File: src/logic/gpt_cfg.svh
// register offsets, field positions, reset values and codes for the timer
// assumes byte addressing on a 32-bit AHB-Lite bus, one word per register
`ifndef GPT_CFG_SVH
`define GPT_CFG_SVH
// ----------------------------------------------------------------------
// register byte offsets
// ----------------------------------------------------------------------
`define GPT_OFF_CFG 12'h000
`define GPT_OFF_AMODE 12'h004
`define GPT_OFF_BMODE 12'h008
`define GPT_OFF_CTL 12'h00C
`define GPT_OFF_MASK 12'h018
`define GPT_OFF_RAW 12'h01C
`define GPT_OFF_MIS 12'h020
`define GPT_OFF_CLR 12'h024
`define GPT_OFF_ALOAD 12'h028
`define GPT_OFF_BLOAD 12'h02C
`define GPT_OFF_AMATCH 12'h030
`define GPT_OFF_APRE 12'h038
`define GPT_OFF_BPRE 12'h03C
`define GPT_OFF_ACNT 12'h048
`define GPT_OFF_BCNT 12'h04C
// ----------------------------------------------------------------------
// configuration and mode codes
// ----------------------------------------------------------------------
`define GPT_CFG_32TMR 3'h0
`define GPT_CFG_32RTC 3'h1
`define GPT_CFG_16 3'h4
`define GPT_MODE_ONESHOT 2'h1
`define GPT_MODE_PERIODIC 2'h2
// ----------------------------------------------------------------------
// control bit positions
// ----------------------------------------------------------------------
`define GPT_CTL_AEN 0
`define GPT_CTL_AFRZ 1
`define GPT_CTL_RTCOVR 4
`define GPT_CTL_ATRG 5
`define GPT_CTL_BEN 8
`define GPT_CTL_BFRZ 9
`define GPT_CTL_BTRG 13
// ----------------------------------------------------------------------
// status bit positions
// ----------------------------------------------------------------------
`define GPT_ST_ATO 0
`define GPT_ST_RTC 3
`define GPT_ST_BTO 8
// ----------------------------------------------------------------------
// reset values
// ----------------------------------------------------------------------
`define GPT_RST_CNT 16'hFFFF
`define GPT_RST_PRE 8'h00
`define GPT_RTC_FIRST 32'h00000001
`define GPT_RST_MATCH 32'hFFFFFFFF
`endif

File: src/logic/gpt_pkg.sv
// types shared by the timer pair
// assumes gpt_cfg.svh supplies all numbers except the join state codes defined here
package gpt_pkg;
   // ----------------------------------------------------------------------
   // joined-mode state
   // ----------------------------------------------------------------------
   typedef enum logic [2:0]
   {
      GPT_SPLIT = 3'b001,
      GPT_J32 = 3'b010,
      GPT_JRTC = 3'b100
   } gpt_join_t;
endpackage

File: src/logic/gpt_timer.sv
// timer pair: two 16-bit down-counters, joined 32-bit timer or rtc counter
// assumes an AHB-Lite master with single word transfers, synchronous pins
//
// Function
// - reset: idle, counters and loads all ones
// - reset: prescalers and prescale regs zero
// - config 0 joined timer, 1 rtc
// - config 4 gives two independent 16-bit timers
// - joined acts single timer, split independent
// - joined load write fills both halves
// - joined count read gives b:a halves
// - split uses both pins, joined even only
// - joined mode taken from timer a only
// - joined counts down, reloads, oneshot stops
// - joined timeout sets sticky raw flag
// - trigger pulse one cycle at zero
// - load write while running takes effect at once
// - freeze bit holds count until released
// - rtc counts up, first load one
// - rtc advances on slow clock pin
// - rtc match rolls to zero, continues
// - rtc match sets flag, clear clears it
// - override bit makes rtc ignore freeze
// - split timers 16-bit with 8-bit prescale
// - split zero reloads count and prescale
// - split timeout sets sticky raw flag
// - prescale p gives p+1 clocks per count
`include "gpt_cfg.svh"
module gpt_timer
(
   // clock and reset
   input wire logic CLK,
   input wire logic RESETN,
   // ahb-lite slave
   input wire logic HSEL,
   input wire logic [11:0] HADDR,
   input wire logic [1:0] HTRANS,
   input wire logic HWRITE,
   input wire logic [2:0] HSIZE,
   input wire logic HREADY,
   input wire logic [31:0] HWDATA,
   output logic [31:0] HRDATA,
   output logic HREADYOUT,
   output logic HRESP,
   // slow clock pin, synchronous level
   input wire logic SLOW_CLOCK_PIN,
   // trigger pulses and interrupt
   output logic TRIGGER_A,
   output logic TRIGGER_B,
   output logic TIMER_IRQ,
   // capture compare pin enables
   output logic CAPTURE_COMPARE_PIN_EVEN_EN,
   output logic CAPTURE_COMPARE_PIN_ODD_EN
);
   // ----------------------------------------------------------------------
   // registers
   // ----------------------------------------------------------------------
   logic [2:0] cfg_reg; // timer_configuration_reg
   logic [1:0] amode_reg; // timer_a_mode_reg
   logic [1:0] bmode_reg; // timer_b_mode_reg
   logic [13:0] ctl_reg; // timer_control_reg
   logic [8:0] mask_reg; // interrupt_mask_reg
   logic [8:0] raw_reg; // raw_status_reg
   logic [15:0] aload_reg; // timer_a_load_reg
   logic [15:0] bload_reg; // timer_b_load_reg
   logic [31:0] amatch_reg; // timer_a_match_reg
   logic [7:0] apre_reg; // timer_a_prescale_reg
   logic [7:0] bpre_reg; // timer_b_prescale_reg
   logic [15:0] acnt_reg; // timer a count
   logic [15:0] bcnt_reg; // timer b count
   logic [7:0] apc_reg; // timer a prescale counter
   logic [7:0] bpc_reg; // timer b prescale counter
   logic rtc_seen_reg; // rtc first-load done
   logic slow_reg; // previous slow clock level
   logic trga_reg; // trigger a flop
   logic trgb_reg; // trigger b flop
   // ahb address phase capture
   logic wr_reg;
   logic [11:0] addr_reg;
   logic [31:0] rdata_reg;

   // ----------------------------------------------------------------------
   // functions
   // ----------------------------------------------------------------------
   // counter advances when prescale count reaches zero
   function automatic logic pre_tick(input logic [7:0] pc);
      pre_tick = (pc == 8'h00);
   endfunction

   // ----------------------------------------------------------------------
   // decode
   // ----------------------------------------------------------------------
   gpt_pkg::gpt_join_t join_st;
   wire logic is_j32 = (cfg_reg == `GPT_CFG_32TMR);
   wire logic is_rtc = (cfg_reg == `GPT_CFG_32RTC);
   wire logic is_split = (cfg_reg == `GPT_CFG_16);
   assign join_st = is_rtc ? gpt_pkg::GPT_JRTC :
      (is_j32 ? gpt_pkg::GPT_J32 : gpt_pkg::GPT_SPLIT);
   wire logic joined = is_j32 | is_rtc;
   wire logic a_en = ctl_reg[`GPT_CTL_AEN];
   wire logic b_en = ctl_reg[`GPT_CTL_BEN];
   wire logic frz_any = ctl_reg[`GPT_CTL_AFRZ] | ctl_reg[`GPT_CTL_BFRZ];
   wire logic addr_ok = HSEL & HREADY & HTRANS[1];
   wire logic wr_load_a = wr_reg & (addr_reg == `GPT_OFF_ALOAD);
   wire logic wr_load_b = wr_reg & (addr_reg == `GPT_OFF_BLOAD);
   wire logic wr_ctl = wr_reg & (addr_reg == `GPT_OFF_CTL);
   wire logic wr_clr = wr_reg & (addr_reg == `GPT_OFF_CLR);
   wire logic wr_cfg = wr_reg & (addr_reg == `GPT_OFF_CFG);
   wire logic [31:0] cnt32 = {bcnt_reg, acnt_reg};
   wire logic [31:0] load32 = {bload_reg, aload_reg};
   // rising edge of the slow clock, pin taken as synchronous
   wire logic slow_rise = SLOW_CLOCK_PIN & ~slow_reg;

   // joined timer events
   wire logic j_run = is_j32 & a_en & ~ctl_reg[`GPT_CTL_AFRZ];
   wire logic j_zero = j_run & (cnt32 == 32'h00000000);
   wire logic j_oneshot = (amode_reg == `GPT_MODE_ONESHOT);
   // rtc events; override disregards freeze bits
   wire logic r_run = is_rtc & a_en & rtc_seen_reg &
      (ctl_reg[`GPT_CTL_RTCOVR] | ~frz_any);
   wire logic r_step = r_run & slow_rise;
   wire logic r_match = r_step & (cnt32 == amatch_reg);

   // split timer events
   wire logic a_run = is_split & a_en & ~ctl_reg[`GPT_CTL_AFRZ];
   wire logic b_run = is_split & b_en & ~ctl_reg[`GPT_CTL_BFRZ];
   wire logic a_tick = a_run & pre_tick(apc_reg);
   wire logic b_tick = b_run & pre_tick(bpc_reg);
   wire logic a_zero = a_tick & (acnt_reg == 16'h0000);
   wire logic b_zero = b_tick & (bcnt_reg == 16'h0000);

   // timeout events per status bit
   wire logic ev_ato = j_zero | a_zero;
   wire logic ev_bto = b_zero;
   wire logic [8:0] ev_vec = {ev_bto, 4'h0, r_match, 2'h0, ev_ato};

   // ----------------------------------------------------------------------
   // ahb-lite slave: zero wait, always okay
   // ----------------------------------------------------------------------
   assign HREADYOUT = 1'b1;
   assign HRESP = 1'b0;
   assign HRDATA = rdata_reg;

   // address phase capture
   always_ff @(posedge CLK or negedge RESETN)
   begin
      if (!RESETN)
      begin
         wr_reg <= 1'b0;
         addr_reg <= 12'h000;
      end
      else
      begin
         wr_reg <= addr_ok & HWRITE;
         addr_reg <= {HADDR[11:2], 2'b00};
      end
   end

   // read mux; unmapped reads as zero
   logic [31:0] rd_mux;
   always_comb
   begin
      rd_mux = 32'h00000000;
      case (HADDR[11:0] & 12'hFFC)
         `GPT_OFF_CFG: rd_mux = {29'h0, cfg_reg};
         `GPT_OFF_AMODE: rd_mux = {30'h0, amode_reg};
         `GPT_OFF_BMODE: rd_mux = {30'h0, bmode_reg};
         `GPT_OFF_CTL: rd_mux = {18'h0, ctl_reg};
         `GPT_OFF_MASK: rd_mux = {23'h0, mask_reg};
         `GPT_OFF_RAW: rd_mux = {23'h0, raw_reg};
         `GPT_OFF_MIS: rd_mux = {23'h0, raw_reg & mask_reg};
         `GPT_OFF_ALOAD: rd_mux = joined ? load32 : {16'h0, aload_reg};
         `GPT_OFF_BLOAD: rd_mux = {16'h0, bload_reg};
         `GPT_OFF_AMATCH: rd_mux = amatch_reg;
         `GPT_OFF_APRE: rd_mux = {24'h0, apre_reg};
         `GPT_OFF_BPRE: rd_mux = {24'h0, bpre_reg};
         `GPT_OFF_ACNT: rd_mux = joined ? cnt32 : {16'h0, acnt_reg};
         `GPT_OFF_BCNT: rd_mux = {16'h0, bcnt_reg};
         default: rd_mux = 32'h00000000;
      endcase
   end

   // read data registered at end of address phase
   always_ff @(posedge CLK or negedge RESETN)
   begin
      if (!RESETN)
         rdata_reg <= 32'h00000000;
      else if (addr_ok & ~HWRITE)
         rdata_reg <= rd_mux;
   end

   // ----------------------------------------------------------------------
   // configuration registers
   // ----------------------------------------------------------------------
   // plain writes; enables also cleared by oneshot expiry
   always_ff @(posedge CLK or negedge RESETN)
   begin
      if (!RESETN)
      begin
         cfg_reg <= 3'h0;
         amode_reg <= 2'h0;
         bmode_reg <= 2'h0;
         mask_reg <= 9'h000;
         amatch_reg <= `GPT_RST_MATCH;
         apre_reg <= `GPT_RST_PRE;
         bpre_reg <= `GPT_RST_PRE;
      end
      else if (wr_reg)
      begin
         case (addr_reg)
            `GPT_OFF_CFG: cfg_reg <= HWDATA[2:0];
            `GPT_OFF_AMODE: amode_reg <= HWDATA[1:0];
            `GPT_OFF_BMODE: bmode_reg <= HWDATA[1:0];
            `GPT_OFF_MASK: mask_reg <= HWDATA[8:0];
            `GPT_OFF_AMATCH: amatch_reg <= HWDATA;
            `GPT_OFF_APRE: apre_reg <= HWDATA[7:0];
            `GPT_OFF_BPRE: bpre_reg <= HWDATA[7:0];
            default: cfg_reg <= cfg_reg;
         endcase
      end
   end

   // oneshot expiry clears enable; hardware clear wins over the write
   wire logic a_stop = (j_zero & j_oneshot) |
      (a_zero & (amode_reg == `GPT_MODE_ONESHOT));
   wire logic b_stop = b_zero & (bmode_reg == `GPT_MODE_ONESHOT);
   logic [13:0] ctl_next;
   always_comb
   begin
      ctl_next = wr_ctl ? HWDATA[13:0] : ctl_reg;
      if (a_stop)
         ctl_next[`GPT_CTL_AEN] = 1'b0;
      if (b_stop)
         ctl_next[`GPT_CTL_BEN] = 1'b0;
   end

   always_ff @(posedge CLK or negedge RESETN)
   begin
      if (!RESETN)
         ctl_reg <= 14'h0000;
      else
         ctl_reg <= ctl_next;
   end

   // sticky status; set wins over clear
   always_ff @(posedge CLK or negedge RESETN)
   begin
      if (!RESETN)
         raw_reg <= 9'h000;
      else
         raw_reg <= (raw_reg & ~(wr_clr ? HWDATA[8:0] : 9'h000))
            | ev_vec;
   end

   // load registers; joined write fills both halves
   always_ff @(posedge CLK or negedge RESETN)
   begin
      if (!RESETN)
      begin
         aload_reg <= `GPT_RST_CNT;
         bload_reg <= `GPT_RST_CNT;
      end
      else
      begin
         if (wr_load_a)
            aload_reg <= HWDATA[15:0];
         if (wr_load_a & joined)
            bload_reg <= HWDATA[31:16];
         else if (wr_load_b & ~joined)
            bload_reg <= HWDATA[15:0];
      end
   end

   // ----------------------------------------------------------------------
   // counters
   // ----------------------------------------------------------------------
   logic [31:0] cnt_next;
   always_comb
   begin
      cnt_next = cnt32;
      case (join_st)
         gpt_pkg::GPT_J32:
         begin
            if (wr_load_a)
               cnt_next = HWDATA;
            else if (j_zero)
               cnt_next = load32;
            else if (j_run)
               cnt_next = cnt32 - 32'h00000001;
         end
         gpt_pkg::GPT_JRTC:
         begin
            if (!rtc_seen_reg)
               cnt_next = `GPT_RTC_FIRST;
            else if (r_match)
               cnt_next = 32'h00000000;
            else if (r_step)
               cnt_next = cnt32 + 32'h00000001;
         end
         gpt_pkg::GPT_SPLIT:
         begin
            if (wr_load_a)
               cnt_next[15:0] = HWDATA[15:0];
            else if (a_zero)
               cnt_next[15:0] = aload_reg;
            else if (a_tick)
               cnt_next[15:0] = acnt_reg - 16'h0001;
            if (wr_load_b)
               cnt_next[31:16] = HWDATA[15:0];
            else if (b_zero)
               cnt_next[31:16] = bload_reg;
            else if (b_tick)
               cnt_next[31:16] = bcnt_reg - 16'h0001;
         end
         default: cnt_next = cnt32;
      endcase
   end

   always_ff @(posedge CLK or negedge RESETN)
   begin
      if (!RESETN)
      begin
         acnt_reg <= `GPT_RST_CNT;
         bcnt_reg <= `GPT_RST_CNT;
      end
      else
      begin
         acnt_reg <= cnt_next[15:0];
         bcnt_reg <= cnt_next[31:16];
      end
   end

   // prescale counters: reload on zero tick or load write
   always_ff @(posedge CLK or negedge RESETN)
   begin
      if (!RESETN)
      begin
         apc_reg <= `GPT_RST_PRE;
         bpc_reg <= `GPT_RST_PRE;
      end
      else
      begin
         if (a_tick | wr_load_a)
            apc_reg <= apre_reg;
         else if (a_run)
            apc_reg <= apc_reg - 8'h01;
         if (b_tick | wr_load_b)
            bpc_reg <= bpre_reg;
         else if (b_run)
            bpc_reg <= bpc_reg - 8'h01;
      end
   end

   // rtc first selection tracker, slow clock history, triggers
   always_ff @(posedge CLK or negedge RESETN)
   begin
      if (!RESETN)
      begin
         rtc_seen_reg <= 1'b0;
         slow_reg <= 1'b0;
         trga_reg <= 1'b0;
         trgb_reg <= 1'b0;
      end
      else
      begin
         if (is_rtc)
            rtc_seen_reg <= 1'b1;
         else if (wr_cfg)
            rtc_seen_reg <= 1'b0;
         slow_reg <= SLOW_CLOCK_PIN;
         trga_reg <= ev_ato & ctl_reg[`GPT_CTL_ATRG];
         trgb_reg <= ev_bto & ctl_reg[`GPT_CTL_BTRG];
      end
   end

   // ----------------------------------------------------------------------
   // outputs
   // ----------------------------------------------------------------------
   assign TRIGGER_A = trga_reg;
   assign TRIGGER_B = trgb_reg;
   assign TIMER_IRQ = |(raw_reg & mask_reg);
   assign CAPTURE_COMPARE_PIN_EVEN_EN = 1'b1;
   assign CAPTURE_COMPARE_PIN_ODD_EN = is_split;

   // ----------------------------------------------------------------------
   // assertions
   // ----------------------------------------------------------------------
   property p_trig_one;
      @(posedge CLK) disable iff (!RESETN)
      TRIGGER_A |=> !TRIGGER_A;
   endproperty
   a_trig_one: assert property (p_trig_one)
      else $error("trigger a longer than one cycle");

   property p_j_reload;
      @(posedge CLK) disable iff (!RESETN)
      (j_zero && !wr_load_a) |=> (cnt32 == $past(load32));
   endproperty
   a_j_reload: assert property (p_j_reload)
      else $error("joined timer did not reload");

   property p_oneshot_stop;
      @(posedge CLK) disable iff (!RESETN)
      (j_zero && j_oneshot) |=> !a_en;
   endproperty
   a_oneshot_stop: assert property (p_oneshot_stop)
      else $error("oneshot did not clear enable");

   property p_raw_set;
      @(posedge CLK) disable iff (!RESETN)
      ev_ato |=> raw_reg[`GPT_ST_ATO];
   endproperty
   a_raw_set: assert property (p_raw_set)
      else $error("timeout flag not set");

   property p_rtc_roll;
      @(posedge CLK) disable iff (!RESETN)
      r_match |=> (cnt32 == 32'h00000000) && raw_reg[`GPT_ST_RTC];
   endproperty
   a_rtc_roll: assert property (p_rtc_roll)
      else $error("rtc did not roll over");

   property p_freeze;
      @(posedge CLK) disable iff (!RESETN)
      (!is_rtc && ctl_reg[`GPT_CTL_AFRZ] && !wr_load_a) |=>
         $stable(acnt_reg);
   endproperty
   a_freeze: assert property (p_freeze)
      else $error("frozen count moved");

   property p_irq;
      @(posedge CLK) disable iff (!RESETN)
      (ev_bto && mask_reg[`GPT_ST_BTO] && !wr_reg) |=> TIMER_IRQ;
   endproperty
   a_irq: assert property (p_irq)
      else $error("interrupt missing");

   property p_pre_hold;
      @(posedge CLK) disable iff (!RESETN)
      (a_run && apc_reg != 8'h00 && !wr_load_a) |=> $stable(acnt_reg);
   endproperty
   a_pre_hold: assert property (p_pre_hold)
      else $error("count moved between prescale ticks");

   c_j_zero: cover property (@(posedge CLK) disable iff (!RESETN) j_zero);
   c_r_match: cover property (@(posedge CLK) disable iff (!RESETN) r_match);
   c_b_zero: cover property (@(posedge CLK) disable iff (!RESETN) b_zero);
endmodule

File: config.mk
export PLATFORM = sky130hd
export DESIGN_NAME = gpt_timer
export DESIGN_NICKNAME = d
export VERILOG_FILES = /design/src/logic/gpt_pkg.sv /design/src/logic/gpt_timer.sv
export VERILOG_INCLUDE_DIRS = /design/src /design/src/logic
export SDC_FILE = /design/constraint.sdc
export NUM_CORES = 1
export LEC_CHECK = 0
export BUFFER_PORTS_ARGS = -buffer_cell sky130_fd_sc_hd__buf_2
export CAP_MARGIN = 20
export CORE_UTILIZATION = 36
export DETAILED_ROUTE_END_ITERATION = 8
export PLACE_DENSITY = 0.63
export SLEW_MARGIN = 20
export SYNTH_ARGS = -nofsm -noshare
export SYNTH_HDL_FRONTEND = slang
export SYNTH_SLANG_ARGS = --single-unit
File: constraint.sdc
create_clock -name CLK -period 6.7 [get_ports CLK]
set_input_delay 0.335 -clock CLK [delete_from_list [all_inputs] [get_ports CLK]]
set_output_delay 0.335 -clock CLK [all_outputs]
set_load 0.01 [all_outputs]
=== After elaboration in Yosys (flattened, before gate mapping) ===
Index checks and enable logic that the tools add are counted.
W data, S select, Z words.

* Bits in registers: 214
* Input port bits: 55
* Output and inout bits: 39
* Logic and storage cells: 170

* Add/subtract/negate cells: 6
* Equality and inequality tests: 35
* Muxes and demuxes: 30
* Bitwise operators: 50
* Reductions and logical operators: 25

{| class="wikitable"
|+ Operators by type and width
! kind !! count
|-
| $pmux W32 S14 || 1
|-
| $mux W32 || 8
|-
| $mux W16 || 8
|-
| $eq A10 B4 Y1 const B || 12
|-
| $pmux W32 S3 || 1
|-
| $eq A10 B2 Y1 const B || 4
|-
| $and A1 B1 Y1 || 33
|-
| $add A32 B1 Y32 const B || 1
|-
| $eq A32 B32 Y1 || 1
|-
| $logic_not A16 Y1 || 2
|-
| $logic_not A32 Y1 || 1
|-
| $mux W8 || 4
|-
| $sub A16 B1 Y16 const B || 2
|-
| $sub A32 B1 Y32 const B || 1
|-
| $eq A10 B3 Y1 const B || 3
|-
| $logic_not A12 Y1 || 2
|-
| $eq A10 B1 Y1 const B || 2
|-
| $eq A10 B5 Y1 const B || 2
|-
| $and A9 B9 Y9 || 2
|-
| $mux W9 || 2
|-
| $logic_not A8 Y1 || 2
|-
| $ne A4 B4 Y1 const B || 4
|-
| $sub A8 B1 Y8 const B || 2
|-
| $reduce_and A2 Y1 || 7
|-
| other kinds (16) || 39
|}

=== Depth between registers and ports, before layout ===
* Word-level depth: 9
* Mapped depth: 12
* Mapped depth without buffers: 9

=== Worst setup path after synthesis ===
Ideal clock, no wire load.

* Path type: register to register
* Start point: register acnt_reg[0]
* End point: register bcnt_reg[11]
* Setup time: 95 ps
* Data arrival time: 2599 ps
* Required time: 6605 ps
* Path slack: 4006 ps
* Cell stages (with the launch flop): 12
* Buffers on the path: 4
* Period minus slack after synthesis: 2694 ps
* Cell sequence: dfstp_2 > clkbuf_1 > inv_1 > ha_1 > nor3b_2 > nand4b_1 > or4_1 > clkbuf_1 > buf_2 > clkbuf_1 > o211ai_1 > o221ai_1

* Cells in the longest elaborated chain, start to end: 5
* Elaborated cells on any way between the ends: 16
* Those cells by class: add/sub (2); eq/ne (3); mux (7); bitwise (2); reduce/logical (2)

{| class="wikitable"
|+ RTL lines
! what !! line !! source
|-
| start, declared || gpt_timer.sv:69 || <nowiki>logic [15:0] acnt_reg;</nowiki>
|-
| start signal, assigned || gpt_timer.sv:323 || <nowiki>acnt_reg <= `GPT_RST_CNT;</nowiki>
|-
| start signal, assigned || gpt_timer.sv:328 || <nowiki>acnt_reg <= cnt_next[15:0];</nowiki>
|-
| $add A32 B1 Y32 (tied with other cells) || gpt_timer.sv:298 || <nowiki>cnt_next = cnt32 + 32'h00000001;</nowiki>
|-
| $mux W32 (tied with other cells) || gpt_timer.sv:297 || <nowiki>else if (r_step)</nowiki>
|-
| $mux W32, on equally long branches || gpt_timer.sv:295, gpt_timer.sv:286 ||
|-
| $mux W32, on equally long branches || gpt_timer.sv:293, gpt_timer.sv:284 ||
|-
| $pmux W32 S3 || gpt_timer.sv:281 || <nowiki>case (join_st)</nowiki>
|-
| end signal, assigned || gpt_timer.sv:324 || <nowiki>bcnt_reg <= `GPT_RST_CNT;</nowiki>
|-
| end signal, assigned || gpt_timer.sv:329 || <nowiki>bcnt_reg <= cnt_next[31:16];</nowiki>
|-
| end, declared || gpt_timer.sv:70 || <nowiki>logic [15:0] bcnt_reg;</nowiki>
|}

Several ways; a longest one is shown, not always the timed one. The select of a mux whose other input is x is not followed.
A chain may end at the register's enable or synchronous reset.

=== Worst setup path in the final report ===
* Start point: register acnt_reg[0]
* End point: register bcnt_reg[2]

The elaborated chain is that of the path after synthesis.

==> impl_metrics.sql <==
INSERT INTO impl_metrics (metric_group, metric, value, unit) VALUES
('status', 'outcome', 'complete, no violations', ''),
('timing', 'timing_hold_violations_final', '0', ''),
('synth', 'synthesis.area_per_instance', '8.96', 'um2'),
('finish', 'antenna_cells', '0', ''),
('finish', 'syn_to_final_growth', '12.9', '%'),
('setup_path', 'worst_ep_required_time', '7.18', 'ns'),
('setup_path', 'r2r.worst_path.cells', '10', ''),
('synth', 'ys.flop_type', 'dfrtp_1', ''),
('cts', 'ctsHtreeMaxLevel', '1', ''),
('power', 'power-per-cell-area', '315', 'nW/um2'),
('global_route', 'grt_overall_usage', '27.5', '%'),
('global_route', 'global_route.overflow_total', '0', ''),
('power', 'power.leakage', '5.92', 'nW'),
('synth', 'ys_top_cells_by_area', 'dfrtp_1 (22%), dfstp_2 (19%), mux2_2 (6.4%)', ''),
('synth', 'synth-edff-count', '0', ''),
('placement', 'io_buffers', '84', ''),
('synth', 'sequential_to_total_area_share_from_yosys_stat', '40.7', '%'),
('synth', 'netlist_area', '13500', 'um2'),
('timing', 'final_period_minus_worst_setup_slack', '4.07', 'ns'),
('cts', 'cts_num_sinks', '214', ''),
('synth', 'synth_top_cell_area_share', '21.9', '%'),
('cts', 'clock_insertion_delay_worst_skew', '0.55', 'ns'),
('die', 'initial_core_util', '36.7', '%'),
('drt', 'drt-vias-per-instance', '6.26', ''),
('drt', 'vias', '12600', ''),
('drt', 'remaining_drc_errors', '0', ''),
('run', 'maxCapViolCount', '0', ''),
('global_route', 'grt_start_max_net_pins', '144', ''),
('timing', 'fin_clk_skew', '0.0308', 'ns'),
('synth', 'ys_seq_elements', '214', ''),
('drt', 'post_drt_wl_per_cell', '26.3', 'um'),
('cts', 'cts_inserted_buffers', '25', ''),
('synth', 'synth_largest_area_cell', 'dfrtp_1', ''),
('timing', 'clock.fmax', '246', 'MHz'),
('cts', 'post_cts_resize_count', '0', ''),
('cts', 'cts_hold_repair.buffers', '9', ''),
('die', 'number_of_top_level_design_ports', '94', ''),
('global_route', 'grt_first_pass_wirelength', '78500', 'um'),
('finish', 'num-nets-final', '1586', ''),
('setup_path', 'setup.worst_path.start_class', 'flip-flop', ''),
('finish', 'final_core_utilization', '41.4', '%'),
('cts', 'clk_transition_reported_paths', '0.06', 'ns'),
('cts', 'postCtsSetupRepairBufs', '0', ''),
('die', 'die_width', '195', 'um'),
('min_path', 'hold_path_class', 'primary input to flip-flop', ''),
('setup_path', 'reg2reg_from', 'acnt_reg[0]$_DFFE_PN1P_', ''),
('synth', 'yosys_warnings', '0', ''),
('drt', 'wl', '52900', 'um'),
('setup_path', 'critPathArrivalTime', '4.55', 'ns'),
('timing', 'tightestPinTransition', '1.18', 'ns'),
('min_path', 'worst_hold_path.endpoint', 'wr_reg$_DFF_PN0_', ''),
('timing', 'maxSlewHeadroom', '21.2', '%'),
('min_path', 'worstHoldStart', 'HWRITE', ''),
('min_path', 'hold-path-cell-count', '3', ''),
('synth', 'synth_cell_type_count', '85', ''),
('timing', 'layout_worst_path_cycle_share', '60.7', '%'),
('placement', 'placement.cell_area', '14200', 'um2'),
('global_route', 'first_global_vias', '12100', ''),
('die', 'area_of_the_die', '38100', 'um2'),
('global_route', 'grt_antenna_before_repair', '0', ''),
('synth', 'syn-instance-count', '1502', ''),
('setup_path', 'timing.setup.critical_path_class', 'flip-flop to flip-flop', ''),
('cts', 'clock_tree.buffer_depth', '3', ''),
('timing', 'finalSetupTns', '0', 'ns'),
('timing', 'finalSetupViolations', '0', ''),
('finish', 'layout-drive-gt1-share', '23.0', '%'),
('setup_path', 'crit_path_max_fanout', '23', ''),
('drt', 'ant_nets', '0', ''),
('placement', 'post-dp-hpwl', '37000', 'um'),
('setup_path', 'crit-reg2reg-capture', 'bcnt_reg[2]$_DFFE_PN1P_', ''),
('synth', 'synth-async-reset-ratio', '100', '%'),
('finish', 'postLayoutCellArea', '15200', 'um2'),
('timing', 'report.final.slew_viol_count', '0', ''),
('die', 'dieHeight', '195', 'um'),
('cts', 'cts_root_buf', 'clkbuf_16', ''),
('placement', 'gpl.final_weighted_congestion', '0.971', ''),
('setup_path', 'crit_path_end_kind', 'flip-flop', ''),
('die', 'std_cell_rows', '70', ''),
('timing', 'rsz0062_at_grt', 'false', ''),
('drt', 'detailedRoute.firstPassIterationCount', '6', ''),
('setup_path', 'rrSetupSlack', '2.63', 'ns'),
('die', 'core_area', '36700', 'um2'),
('drt', 'drt_first_iter_violations', '1577', ''),
('power', 'vdd.ir_drop.worst', '0.177', 'mV'),
('cts', 'cts_tree', 'built', ''),
('finish', 'layout.filler_cells', '3536', '');
## stage by stage
| step | worst slack, ns | total power, mW | cells | hold slack (ns) |
|---|---|---|---|---|
| 6_report | 2.63 | 4.79 | 2009 | 0.0470 |
| 5_1_grt | 2.51 | 4.98 | 2009 | 0.0462 |
| 4_1_cts | 2.70 | 4.76 | 2009 | 0.0410 |
| 3_5_place_dp | 2.73 | 3.18 | 1955 | 0.375 |
| 3_3_place_gp | 2.75 | 3.16 | 1955 | 0.366 |
| 2_1_floorplan | 4.01 | 2.73 | 1503 | 0.0394 |
## per-layer routing
layer	GRT usage, %	up-vias	wire [um]
li1	-	5540	-
met1	37.2	6123	21500
met2	41.1	753	22800
met3	6.77	157	5840
met4	13.3	0	2720
met5	0	-	0
## cell usage in the layout (no fill, tap or decap), drive strengths merged, types with 5 or more instances in the layout
cell type | netlist | layout
nor2b | 5 | 5
a211o | 7 | 7
a31oi | 22 | 22
bufinv | 0 | 6
o211ai | 22 | 22
nand4 | 30 | 30
and2 | 5 | 5
nand2b | 5 | 5
nor3 | 50 | 50
a22o | 6 | 6
clkbuf | 85 | 34
nand3 | 43 | 43
or4 | 9 | 9
xor2 | 12 | 12
mux2i | 48 | 48
mux2 | 77 | 77
nand2 | 167 | 167
or2 | 7 | 7
inv | 26 | 26
ha | 8 | 8
nand4b | 6 | 6
a21o | 8 | 8
a211oi | 9 | 9
o21ai | 69 | 69
and3 | 10 | 10
nor2 | 167 | 167
o221ai | 9 | 9
dfstp | 96 | 96
a221oi | 26 | 26
nor4 | 25 | 25
a21oi | 96 | 96
dfrtp | 118 | 118
buf | 32 | 101
nor3b | 10 | 10
or3 | 8 | 8
dlygate4sd3 | 0 | 9
xnor2 | 64 | 64
a22oi | 46 | 46
a21boi | 6 | 6
## cell usage after synthesis, drive strengths merged (43+ instances only)
| cell | n |
|---|---|
| nand3 | 43 |
| a21oi | 96 |
| nor3 | 50 |
| dfstp | 96 |
| a22oi | 46 |
| o21ai | 69 |
| nor2 | 167 |
| mux2 | 77 |
| clkbuf | 85 |
| mux2i | 48 |
| dfrtp | 118 |
| xnor2 | 64 |
| nand2 | 167 |
## area by class of cell
cell class	count	area (um2)	share of cell area (%)
Multi-Input combinational cell	1146	7430	48.9
Clock inverter	11	215	1.42
Inverter	26	97.6	0.643
Sequential cell	214	5480	36.0
Clock buffer	34	719	4.74
Timing Repair Buffer	110	661	4.35
Tap cell	468	586	3.86
## cell families (layout without fill, tap and decap cells)
family,after synthesis,in the layout,share of synthesized area [%]
buffers and inverters,143,181,4.32
adder cells (fa/ha/maj),8,8,0.744
flip-flops,214,214,40.7
other,2,3,0.0558
multiplexers,127,127,10.4
AND/OR/NAND/NOR,563,563,20.6
AO/OA/AOI/OAI,369,369,18.3
XOR/XNOR,76,76,4.95
## where the power goes
| part | switching, mW | internal (mW) |
|---|---|---|
| Combinational | 0.703 | 0.539 |
| Sequential | 0.443 | 1.53 |
| Clock | 0.588 | 0.980 |
## how the worst max path moves through the flow
| stage | start | end | slack [ns] | cells past startpoint |
|---|---|---|---|---|
| after floorplan | acnt_reg[0]$_DFFE_PN1P_ | bcnt_reg[11]$_DFFE_PN1P_ | 4.01 | 11 |
| after global placement | acnt_reg[0]$_DFFE_PN1P_ | bcnt_reg[2]$_DFFE_PN1P_ | 2.75 | 10 |
| after detailed placement | acnt_reg[0]$_DFFE_PN1P_ | bcnt_reg[2]$_DFFE_PN1P_ | 2.73 | 10 |
| after CTS | acnt_reg[0]$_DFFE_PN1P_ | bcnt_reg[2]$_DFFE_PN1P_ | 2.70 | 10 |
| after global routing | acnt_reg[0]$_DFFE_PN1P_ | bcnt_reg[2]$_DFFE_PN1P_ | 2.51 | 10 |
| final | acnt_reg[0]$_DFFE_PN1P_ | bcnt_reg[2]$_DFFE_PN1P_ | 2.63 | 10 |
## critical path: stages (launching register included)
cell	delay [ns]
dfstp_2	0.44
inv_1	0.11
ha_1	0.23
nor3b_2	0.41
nand4b_1	0.79
or4_1	1.00
buf_4	0.35
or2_0	0.23
a31oi_1	0.17
o31ai_1	0.09
a22o_1	0.20
Power figures use the tool's default switching activity.
